$ cat src/hw/ext_bus_pkg.sv
// Purpose: Constants shared by the external bus chip select port.
// Assumes: 200 MHz system clock.
// Notes: Pin widths, state encodings and timing counts.
package ext_bus_pkg;
   localparam int ADDR_W = 26;
   localparam int DATA_W = 32;
   localparam int LANES = 4;
   localparam int SELECTS = 6;
   localparam int BOOT_W = 4;
   localparam int SEL_ACCESS_ACKNOWLEDGE_IN = 4;
   localparam int SEL_SD_LO = 2;
   localparam int SEL_SD_HI = 3;
   localparam int BOOT_MSB = 3;
   // Burst clock divider: half period in ns, converted to system cycles
   localparam int BCLK_HALF_NS = 10;
   localparam int CLK_NS = 5;
   localparam logic [3:0] BCLK_HALF_CYC = 4'(BCLK_HALF_NS / CLK_NS);
   // Address latch pulse width in cycles
   localparam logic [3:0] LATCH_CYC = 4'h2;
   // Strobe phase of a non-acknowledged access
   localparam logic [3:0] ACCESS_CYC = 4'h4;
   // Longest wait for acknowledge before giving up
   localparam logic [7:0] ACK_TIMEOUT = 8'hFF;
   localparam logic [BOOT_W-1:0] BOOT_RESET = 4'h0;
   typedef enum logic [2:0] {
      ST_IDLE = 3'b000,
      ST_LATCH = 3'b001,
      ST_STROBE = 3'b011,
      ST_DONE = 3'b010,
      ST_RESTART = 3'b110
   } bus_state_t;
endpackage : ext_bus_pkg

$ cat src/hw/sync_two_ff.sv
// Purpose: Two flip-flop synchroniser for pins from outside the domain.
// Assumes: Single system clock.
// Notes: Output is the second stage only.
`timescale 1ns/1ps
module sync_two_ff #(
   parameter int W = 1
) (
   // Clock and reset
   input wire logic sys_clk,
   input wire logic rst,
   // Data
   input wire logic [W-1:0] async_in,
   output logic [W-1:0] sync_out
);
   logic [W-1:0] meta_reg;
   always_ff @(posedge sys_clk) begin
      if (rst) begin
         meta_reg <= '0;
         sync_out <= '0;
      end else begin
         meta_reg <= async_in;
         sync_out <= meta_reg;
      end
   end
endmodule : sync_two_ff

$ cat src/hw/ext_bus_port.sv
// Purpose: External bus pin engine with chip selects, burst flash support
//    and boot mode capture.
// Assumes: Internal request is held until done; one clock domain.
// Notes: Wait states and SDRAM sequencing live elsewhere.
//
// What this block does
// - Drive 26-bit address and carry 32-bit two-way data bus.
// - Four low strobes; strobe 0 is bits 31:24 down to strobe 3 bits 7:0.
// - Low output enable lets memory drive data during reads.
// - Direction pin high for read, low for write.
// - Six low selects; selects 3,2 shared with SDRAM selects, SDRAM default.
// - Acknowledge input shares pin with select 4.
// - Burst end input aborts burst; restart with long first access.
// - Low address latch pulse captures burst start address.
// - Burst clock driven only during burst mode.
// - Sample four boot pins at system reset to set boot mode.
`timescale 1ns/1ps
module ext_bus_port
   import ext_bus_pkg::*;
(
   // Clock and reset
   input wire logic sys_clk,
   input wire logic rst,
   // Internal request side
   input wire logic req_valid,
   input wire logic req_read,
   input wire logic req_burst,
   input wire logic [ADDR_W-1:0] req_addr,
   input wire logic [DATA_W-1:0] req_wdata,
   input wire logic [LANES-1:0] req_lanes,
   input wire logic [2:0] req_select,
   output logic req_done,
   output logic [DATA_W-1:0] rsp_rdata,
   // Configuration
   input wire logic function_mux_control,
   input wire logic ack_enable,
   input wire logic [1:0] sdram_req_n,
   output logic [BOOT_W-1:0] boot_mode,
   // External pins
   output logic [ADDR_W-1:0] addr_out,
   input wire logic [DATA_W-1:0] data_in,
   output logic [DATA_W-1:0] data_out,
   output logic data_oe_n,
   output logic byte_lane_strobe_0_n,
   output logic byte_lane_strobe_1_n,
   output logic byte_lane_strobe_2_n,
   output logic byte_lane_strobe_3_n,
   output logic output_enable_n,
   output logic read_write,
   output logic [SELECTS-1:0] chip_select_n,
   output logic [1:0] sdram_select_n,
   input wire logic access_acknowledge_in,
   input wire logic burst_end_request_n,
   output logic burst_address_latch_n,
   output logic burst_clock,
   input wire logic [BOOT_W-1:0] boot_pins
);

   bus_state_t state_reg, state_next;
   logic [3:0] cnt_reg;
   logic [7:0] wait_reg;
   logic [3:0] bdiv_reg;
   logic bclk_reg;
   logic [ADDR_W-1:0] addr_reg;
   logic [DATA_W-1:0] wdata_reg;
   logic [DATA_W-1:0] rdata_reg;
   logic [LANES-1:0] lanes_reg;
   logic [2:0] sel_reg;
   logic read_reg;
   logic burst_reg;
   logic boot_taken_reg;
   logic [BOOT_W-1:0] boot_reg;
   logic ack_s;
   logic burst_end_s;
   logic [BOOT_W-1:0] boot_s;

   sync_two_ff #(.W(1)) u_sync_ack (
      .sys_clk(sys_clk),
      .rst(rst),
      .async_in(access_acknowledge_in),
      .sync_out(ack_s)
   );
   sync_two_ff #(.W(1)) u_sync_end (
      .sys_clk(sys_clk),
      .rst(rst),
      .async_in(burst_end_request_n),
      .sync_out(burst_end_s)
   );
   // Runs free through reset, or the capture would see a cleared stage
   sync_two_ff #(.W(BOOT_W)) u_sync_boot (
      .sys_clk(sys_clk),
      .rst(1'b0),
      .async_in(boot_pins),
      .sync_out(boot_s)
   );

   // Strobe lane n maps to MSB-first byte; strobe 0 is the top byte
   function automatic logic lane_active(input logic [LANES-1:0] l,
                                        input int n);
      return l[LANES-1-n];
   endfunction : lane_active

   wire busy = (state_reg == ST_STROBE);
   wire active = (state_reg != ST_IDLE);
   wire burst_end = burst_reg && !burst_end_s;
   // Pin 4 turns into an input when acknowledge is selected
   wire ack_mode = ack_enable;
   wire cnt_zero = (cnt_reg == 4'h0);
   wire ack_ok = ack_mode ? (ack_s || wait_reg == ACK_TIMEOUT) : cnt_zero;
   wire bclk_tick = (bdiv_reg == BCLK_HALF_CYC - 4'h1);

   always_comb begin
      state_next = state_reg;
      case (state_reg)
         ST_IDLE:
            if (req_valid) state_next = req_burst ? ST_LATCH : ST_STROBE;
         ST_LATCH:
            if (cnt_zero) state_next = ST_STROBE;
         ST_STROBE: begin
            if (burst_end) state_next = ST_RESTART;
            else if (ack_ok) state_next = ST_DONE;
         end
         ST_DONE: state_next = ST_IDLE;
         ST_RESTART: state_next = ST_LATCH;
         default: state_next = ST_IDLE;
      endcase
   end

   always_ff @(posedge sys_clk) begin
      if (rst) state_reg <= ST_IDLE;
      else state_reg <= state_next;
   end

   // Long first access: restart reloads the latch count, then the full access count
   always_ff @(posedge sys_clk) begin
      if (rst) begin
         cnt_reg <= 4'h0;
      end else if (state_reg == ST_IDLE && req_valid) begin
         cnt_reg <= req_burst ? LATCH_CYC - 4'h1 : ACCESS_CYC - 4'h1;
      end else if (state_reg == ST_LATCH && cnt_zero) begin
         cnt_reg <= ACCESS_CYC - 4'h1;
      end else if (state_reg == ST_RESTART) begin
         cnt_reg <= LATCH_CYC - 4'h1;
      end else if (!cnt_zero) begin
         cnt_reg <= cnt_reg - 4'h1;
      end
   end

   always_ff @(posedge sys_clk) begin
      if (rst || !busy) wait_reg <= 8'h00;
      else if (wait_reg != ACK_TIMEOUT) wait_reg <= wait_reg + 8'h01;
   end

   always_ff @(posedge sys_clk) begin
      if (rst) begin
         addr_reg <= '0;
         wdata_reg <= '0;
         lanes_reg <= '0;
         sel_reg <= 3'h0;
         read_reg <= 1'b1;
         burst_reg <= 1'b0;
      end else if (state_reg == ST_IDLE && req_valid) begin
         addr_reg <= req_addr;
         wdata_reg <= req_wdata;
         lanes_reg <= req_lanes;
         sel_reg <= req_select;
         read_reg <= req_read;
         burst_reg <= req_burst;
      end else if (state_reg == ST_DONE) begin
         read_reg <= 1'b1;
         burst_reg <= 1'b0;
      end
   end

   always_ff @(posedge sys_clk) begin
      if (rst) rdata_reg <= '0;
      else if (busy && read_reg && ack_ok) rdata_reg <= data_in;
   end

   // Burst clock from a divider, held low outside bursts
   always_ff @(posedge sys_clk) begin
      if (rst || !burst_reg) begin
         bdiv_reg <= 4'h0;
         bclk_reg <= 1'b0;
      end else if (bclk_tick) begin
         bdiv_reg <= 4'h0;
         bclk_reg <= !bclk_reg;
      end else begin
         bdiv_reg <= bdiv_reg + 4'h1;
      end
   end

   // Boot pins caught once after reset release, after synchronising
   always_ff @(posedge sys_clk) begin
      if (rst) begin
         boot_taken_reg <= 1'b0;
         boot_reg <= BOOT_RESET;
      end else if (!boot_taken_reg) begin
         boot_taken_reg <= 1'b1;
         boot_reg <= boot_s;
      end
   end
   assign boot_mode = boot_reg;

   assign addr_out = addr_reg;
   assign data_out = wdata_reg;
   assign data_oe_n = !(active && !read_reg);
   assign output_enable_n = !(busy && read_reg);
   assign read_write = read_reg;
   assign byte_lane_strobe_0_n = !(busy && lane_active(lanes_reg, 0));
   assign byte_lane_strobe_1_n = !(busy && lane_active(lanes_reg, 1));
   assign byte_lane_strobe_2_n = !(busy && lane_active(lanes_reg, 2));
   assign byte_lane_strobe_3_n = !(busy && lane_active(lanes_reg, 3));
   assign burst_address_latch_n = !(state_reg == ST_LATCH);
   assign burst_clock = bclk_reg;
   assign req_done = (state_reg == ST_DONE);
   assign rsp_rdata = rdata_reg;

   // Selects: SDRAM selects own pins 2,3 when the mux bit is low
   genvar gi;
   generate
      for (gi = 0; gi < SELECTS; gi++) begin : g_cs
         wire hit = active && !(state_reg == ST_DONE) && (sel_reg == gi);
         if (gi == SEL_SD_LO || gi == SEL_SD_HI) begin : g_shared
            assign chip_select_n[gi] = function_mux_control ?
               !hit : sdram_req_n[gi-SEL_SD_LO];
         end else if (gi == SEL_ACCESS_ACKNOWLEDGE_IN) begin : g_ack
            // Pin released high while it serves as acknowledge input
            assign chip_select_n[gi] = ack_mode ? 1'b1 : !hit;
         end else begin : g_plain
            assign chip_select_n[gi] = !hit;
         end
      end
   endgenerate
   assign sdram_select_n = function_mux_control ? 2'b11 : sdram_req_n;
endmodule : ext_bus_port

$ cat config.mk
export PLATFORM = sky130hd
export DESIGN_NAME = ext_bus_port
export DESIGN_NICKNAME = d
export VERILOG_FILES = /design/src/hw/ext_bus_pkg.sv /design/src/hw/sync_two_ff.sv /design/src/hw/ext_bus_port.sv
export SDC_FILE = /design/constraint.sdc
export NUM_CORES = 1
export LEC_CHECK = 0
export BUFFER_PORTS_ARGS = -buffer_cell sky130_fd_sc_hd__buf_4
export CORE_MARGIN = 2
export CORE_UTILIZATION = 47
export DETAILED_ROUTE_END_ITERATION = 16
export PLACE_DENSITY = 0.82
export SYNTH_ARGS = -nofsm -noshare
export SYNTH_HDL_FRONTEND = slang
export SYNTH_SLANG_ARGS = --single-unit
$ cat constraint.sdc
create_clock -name sys_clk -period 2.09 [get_ports sys_clk]
set_input_delay 0.209 -clock sys_clk [delete_from_list [all_inputs] [get_ports sys_clk]]
set_output_delay 0.209 -clock sys_clk [all_outputs]
set_load 0.05 [all_outputs]
==> results of run 1 <==
[placed cells by master (no fill, tap or decap), drive strengths merged, types with 2 or more instances in the layout]
master,n
clkbuf,21
clkinvlp,3
nor3,6
dfxtp,136
and3,4
ha,5
mux2i,39
a21oi,75
dlygate4sd3,105
bufinv,3
nand3b,2
or2,4
a311oi,3
buf,229
xor2,2
nor2b,6
xnor2,6
inv,11
o21a,2
o221ai,2
nand2,205
clkinv,4
nand2b,7
nand3,7
nor2,21
o21ai,4
or3,2
and2,2
[cell usage after synthesis (2+ instances only)]
library cell  number  share of area, %
or2_2              4              0.48
nand3_1            6              0.57
mux2i_1           39               7.4
o21ai_0            4              0.38
and3_2             2              0.29
buf_8              3              0.86
clkbuf_1          16               1.1
nand2_1          205                15
ha_1               5               1.2
or3_1              2              0.24
buf_2              8              0.76
a21oi_1           75               7.1
dfxtp_1          136                52
and3_1             2              0.24
clkbuf_8           6               1.6
xor2_1             2              0.33
nor2_1            21               1.5
nor2b_1            5              0.60
o221ai_1           2              0.33
buf_1              3              0.21
inv_1              9              0.64
o21a_1             2              0.29
a311oi_1           2              0.33
nand3b_1           2              0.29
nor3_1             5              0.48
xnor2_1            6               1.0
nand2b_1           7              0.83
[worst max-delay path: cells and delay by family (launching register included)]
| kind | cells | cell delay [ps] |
|---|---|---|
| buffers and inverters | 1 | 200 |
| flip-flops | 1 | 440 |
| AND/OR/NAND/NOR | 3 | 630 |
[metrics by stage]
step	total power [W]	utilization, %
3_3_place_gp	0.00460	63.6
5_1_grt	0.00817	78.8
4_1_cts	0.00783	78.8
2_1_floorplan	0.00411	-
3_5_place_dp	0.00465	63.6
6_report	0.00789	78.8
[cell families after synthesis]
kind of cell,after synthesis
xor gates and xnor gates,8
and+or+nand+nor,273
DFF,136
muxes,40
AOI/OAI and AO/OA,90
adders and majority gates,5
buffers and inverters,49
[layer usage]
layer  wire (µm)  vias up  GRT usage [%]
met5           0        -              0
li1            -     2589              -
met3        1830       94           12.3
met1        6850     2608           32.5
met4        1010        0           18.1
met2        9290      340           54.7
[power by group through the flow]
stage	clock network [W]	registers [W]	logic, W
final	0.00303	0.00295	0.00191
after global routing	0.00319	0.00297	0.00202
after CTS	0.00306	0.00293	0.00184
after detailed placement	0	0.00298	0.00167
after global placement	0	0.00297	0.00163
after floorplan	0	0.00336	0.000746
[layout make-up]
class	instances	area, µm²	share of cell area (%)
diodes	1	2.50	0.0292
clock inverters	11	145	1.69
repair buffers	334	2810	32.7
flip-flops and latches	136	2730	31.8
well taps	140	175	2.04
clock buffers	21	459	5.35
multi-input cells	416	2230	26.0
inverters	10	37.5	0.437
[how the worst max path moves through the flow]
stage                  from                    to  slack (ps)  depth (start not counted)
4_1_cts        state_reg[1]  byte_lane_strobe_3_n          30                          3
3_3_place_gp    wait_reg[0]          rsp_rdata[8]         360                          6
2_1_floorplan    read_write          rsp_rdata[0]         230                          4
6_report       state_reg[0]  byte_lane_strobe_1_n          80                          4
3_5_place_dp    wait_reg[0]         rsp_rdata[19]         260                          6
5_1_grt        state_reg[0]  byte_lane_strobe_1_n           5                          4
[timing repair]
item                       4_1_cts  5_1_grt
setup endpoints to repair        5        4
setup buffers                    0        0
gates resized for setup          2        2
hold endpoints to repair       105        0
cloned                           0        0
hold buffers                   105        0
==> out/metrics.yaml, run 1 <==
drc: 0
synthAdderAreaFrac_pct: 1.19
nFillCells: 598
switching_share_pct: 30.9
dieArea_mm2: 0.0120
tightest_slew_ps: 823
clock_path_buffers: 2
arrival_ps: 1800
async_flop_share_pct: 0
num_vias: 5631
end_kind: "output port"
root_buffer: "clkbuf_8"
syn-num-nets: 718
drt_iter0_markers: 469
grt_pass1_vias: 5949
areaGrowthSynthToFinish_pct: 63.3
place_congestion: 0.810
min_period_ps: 2010
avgSynthCellArea_um2: 8.74
synthesis.area_mm2: 0.00526
power.density_mw_per_mm2: 919
timing_hold_violations_final: 0
core_mm2: 0.0109
cts.sinks: 136
min_delay_path_depth: 3
crit_chain: "nor2b_4 -> and2_1 -> nand2_1 -> buf_4"
dp_cells: 931
report.final.setup_viol: 0
postSynthCellCount: 601
placementRows: 38
power_frac_comb_pct: 24.2
rr_endpoint: "rsp_rdata[13]"
ant_nets: 0
initial_core_util_pct: 48.3
routed_wl_mm: 19.0
clkLatencyLatePin_ps: 520
synth-seq-cells: 136
ctsHtreeMaxLevel: 4
io_pins: 224
max_cap_violations: 0
status: "completed"
fin_worst_skew_ps: 8.20
die_x_um: 110
ys_seq_area_share_pct: 51.8
stdcell_area_mm2: 0.00858
layout-drive-gt1-share_pct: 30.0
synth_ff_type: "dfxtp_1"
clockPowerShare_pct: 38.4
start_kind: "flop"
timing.rr.start: "wait_reg[0]"
path_class: "reg2out"
pwr-share-seq_pct: 37.4
nNetsFinal: 1032
fin_ws_ps: 84.0
synth_warnings: 0
synthXorXnorAreaFrac_pct: 1.33
yosys.area_share.simple_pct: 22.7
post-place-ws_ps: 259
min_from: "req_valid"
muxShareOfSynthArea_pct: 7.64
grt_start_max_net_pins: 78
tns_ps: 0
track_usage_pct: 31.6
rsz0062_at_grt: "no"
synth_edf_count: 0
power.leakage_nw: 3.71
fin_cells: 1069
timing.final.crit_share_pct: 96.0
synth_cell_types: 49
vias_per_cell: 5.27
cp_slowest_cell: "dfxtp_2"
path_clk_slew_ps: 60
port_buffers: 223
ir_worst_vdd_uv: 617
cts_tree: "built"
min_path_type: "in2reg"
slowest_delay_ps: 440
max_slew_margin_pct: 45.1
grt_pass1_wl_mm: 28.9
slew_viol_final: 0
cp.required_ps: 1880
synth_compound_area_share_pct: 9.55
overflow: 0
p_switching_w: 0.00244
grt_antenna_before_repair: 1
route.detailed.wl_per_inst_um: 17.7
numCtsBuffers: 17
synth_top_family_by_area: "simple AND/OR/NAND/NOR gates"
critPathMaxFanout: 10
power.internal_w: 0.00545
max_freq_mhz: 499
r2r_cells: 6
dr.pass1.iters: 6
postPlaceCellArea_mm2: 0.00692
die_y_um: 110
hold_slack_ps: 39.0
hold_end: "state_reg[1]"
dp_hpwl_mm: 10.2
worst-r2r-setup-slack_ps: 220
Note: power is estimated with default switching activity, not from simulation.
==> inputs of run 2 (changes only) <==
--- a/config.mk
+++ b/config.mk
@@ -6,7 +6,7 @@
 export NUM_CORES = 1
 export LEC_CHECK = 0
 export BUFFER_PORTS_ARGS = -buffer_cell sky130_fd_sc_hd__buf_4
-export CORE_MARGIN = 2
+export CORE_MARGIN = 8
 export CORE_UTILIZATION = 47
 export DETAILED_ROUTE_END_ITERATION = 16
 export PLACE_DENSITY = 0.82
==> out/metrics.yaml, run 2 (same netlist as run 1, synthesis figures left out) <==
max_slew_margin_pct: 45.8  # +0.65 points
dp_hpwl_mm: 11.5  # +13%
timing.final.crit_share_pct: 95.7  # -0.31 points
status: "completed"
path_clk_slew_ps: 60  # about the same
place_congestion: 0.827  # +2.1%
power.density_mw_per_mm2: 943  # +2.6%
r2r_cells: 7  # +1
drc: 0  # unchanged
power.internal_w: 0.00560  # +2.8%
final_cell_mix: "227 x buf_4, 205 x nand2_1, 133 x dfxtp_1, 106 x dlygate4sd3_1, 75 x a21oi_1"
grt_pass1_wl_mm: 32.1  # +11%
path_class: "reg2out"
grt_start_max_net_pins: 78  # unchanged
layout-drive-gt1-share_pct: 30.0  # +0.075 points
initial_core_util_pct: 48.3  # unchanged
stdcell_area_mm2: 0.00862  # +0.44%
ctsHtreeMaxLevel: 4  # unchanged
dr.pass1.iters: 5  # -1
ir_worst_vdd_uv: 692  # +12%
grt_antenna_before_repair: 2  # +1
route.detailed.wl_per_inst_um: 19.3  # +8.9%
die_y_um: 122  # +11%
timing.rr.start: "cnt_reg[0]"
start_kind: "flop"
cts_tree: "built"
power.leakage_nw: 3.74  # +0.64%
placementRows: 38  # unchanged
switching_share_pct: 31.1  # +0.16 points
fin_ws_ps: 90.6  # +6.54 ps
min_delay_path_depth: 3  # unchanged
power_frac_comb_pct: 23.7  # -0.5 points
io_pins: 224  # unchanged
slew_viol_final: 0  # unchanged
drt_iter0_markers: 549  # +17%
hold_slack_ps: 40.5  # +1.49 ps
arrival_ps: 1790  # about the same
rr_endpoint: "rsp_rdata[14]"
tightest_slew_ps: 814  # -9.80 ps
fin_worst_skew_ps: 5.35  # -2.85 ps
areaGrowthSynthToFinish_pct: 64.0
cp.required_ps: 1880  # about the same
report.final.setup_viol: 0  # unchanged
crit_buf_inv: 1  # unchanged
routed_wl_mm: 20.7  # +9.2%
postPlaceCellArea_mm2: 0.00691  # -0.18%
max_cap_violations: 0  # unchanged
root_buffer: "clkbuf_8"
tns_ps: 0  # unchanged
grt_pass1_vias: 6102  # +2.6%
hold_end: "state_reg[1]"
cts.sinks: 136  # unchanged
min_path_type: "in2reg"
post-place-ws_ps: 228  # -31.4 ps
crit_chain: "nor2b_4 -> and2_1 -> nand2_1 -> buf_4"
max_freq_mhz: 500  # +0.33%
ant_nets: 0  # unchanged
core_mm2: 0.0109  # unchanged
track_usage_pct: 27.4  # -4.2 points
cp_slowest_cell: "dfxtp_2"
pwr-share-seq_pct: 36.3  # -1.1 points
nNetsFinal: 1033  # +0.097%
critPathMaxFanout: 10  # unchanged
dieArea_mm2: 0.0148  # +23%
p_switching_w: 0.00253  # +3.5%
port_buffers: 223  # unchanged
min_period_ps: 2000  # -6.54 ps
critPathTopFamily: "simple AND/OR/NAND/NOR gates"
power.total_w: 0.00812  # +3.0%
clockPowerShare_pct: 40.1  # +1.7 points
numCtsBuffers: 17  # unchanged
vias_per_cell: 5.33  # +1.2%
min_from: "req_valid"
clkLatencyLatePin_ps: 520  # about the same
worst-r2r-setup-slack_ps: 130  # -90 ps
die_x_um: 122  # +11%
end_kind: "output port"
timing_hold_violations_final: 0  # unchanged
num_vias: 5714  # +1.5%
overflow: 0  # unchanged
clock_path_buffers: 2  # unchanged
slowest_delay_ps: 430  # about the same
layout_commonest_cell: "buf_4"
[run 2: repair_timing]
action                                 4_1_cts  5_1_grt
setup buffers                                0        0
setup endpoints to repair                    5        4
resized for setup                            3        1
hold buffers                               106        0
endpoints found under the hold margin      106        0
[run 2: worst register-to-register path: cells and delay by family (launching register included)]
kind | cells | cell delay, ps
adder cells (fa/ha/maj) | 1 | 190
multiplexers | 1 | 290
flip-flops | 1 | 340
AND/OR/NAND/NOR | 3 | 680
buffers and inverters | 2 | 380
[run 2: area by class of cell]
class                   count  area, µm²
repair buffers            335       2810
flip-flops and latches    136       2730
fillers                   589       2270
multi-input cells         416       2230
clock buffers              17        414
clock inverters            15        225
well taps                 140        175
inverters                  10       37.5
diodes                      3       7.51
[run 2: how the worst max path moves through the flow]
stage	from	endpoint	slack, ps	depth (start not counted)
2_1_floorplan	read_write	rsp_rdata[0]	230	4
3_3_place_gp	wait_reg[0]	rsp_rdata[9]	350	6
3_5_place_dp	wait_reg[0]	rsp_rdata[8]	230	6
4_1_cts	state_reg[0]	byte_lane_strobe_3_n	10	4
5_1_grt	state_reg[0]	byte_lane_strobe_2_n	-4	4
6_report	state_reg[0]	byte_lane_strobe_3_n	90	4
[run 2: per-layer routing]
metal	GRT usage, %	wire [µm]
met1	29.4	7620
met4	12.7	680
met2	47.0	10200
met3	10.2	2180
met5	0	0
[run 2: power groups by stage]
stage                     Combinational [W]  Clock [W]  Sequential (W)
final                               0.00192    0.00325         0.00295
after floorplan                    0.000746          0         0.00336
after detailed placement            0.00168          0         0.00298
after global placement              0.00164          0         0.00297
after CTS                           0.00186    0.00326         0.00293
after global routing                0.00202    0.00341         0.00297
[run 2: metrics by stage]
stage / utilization (%) / instances
detailed placement: 63.4 / 931
global route: 79.1 / 1071
floorplan: - / 601
finish: 79.2 / 1072
global placement: 63.4 / 931
CTS: 79.1 / 1069
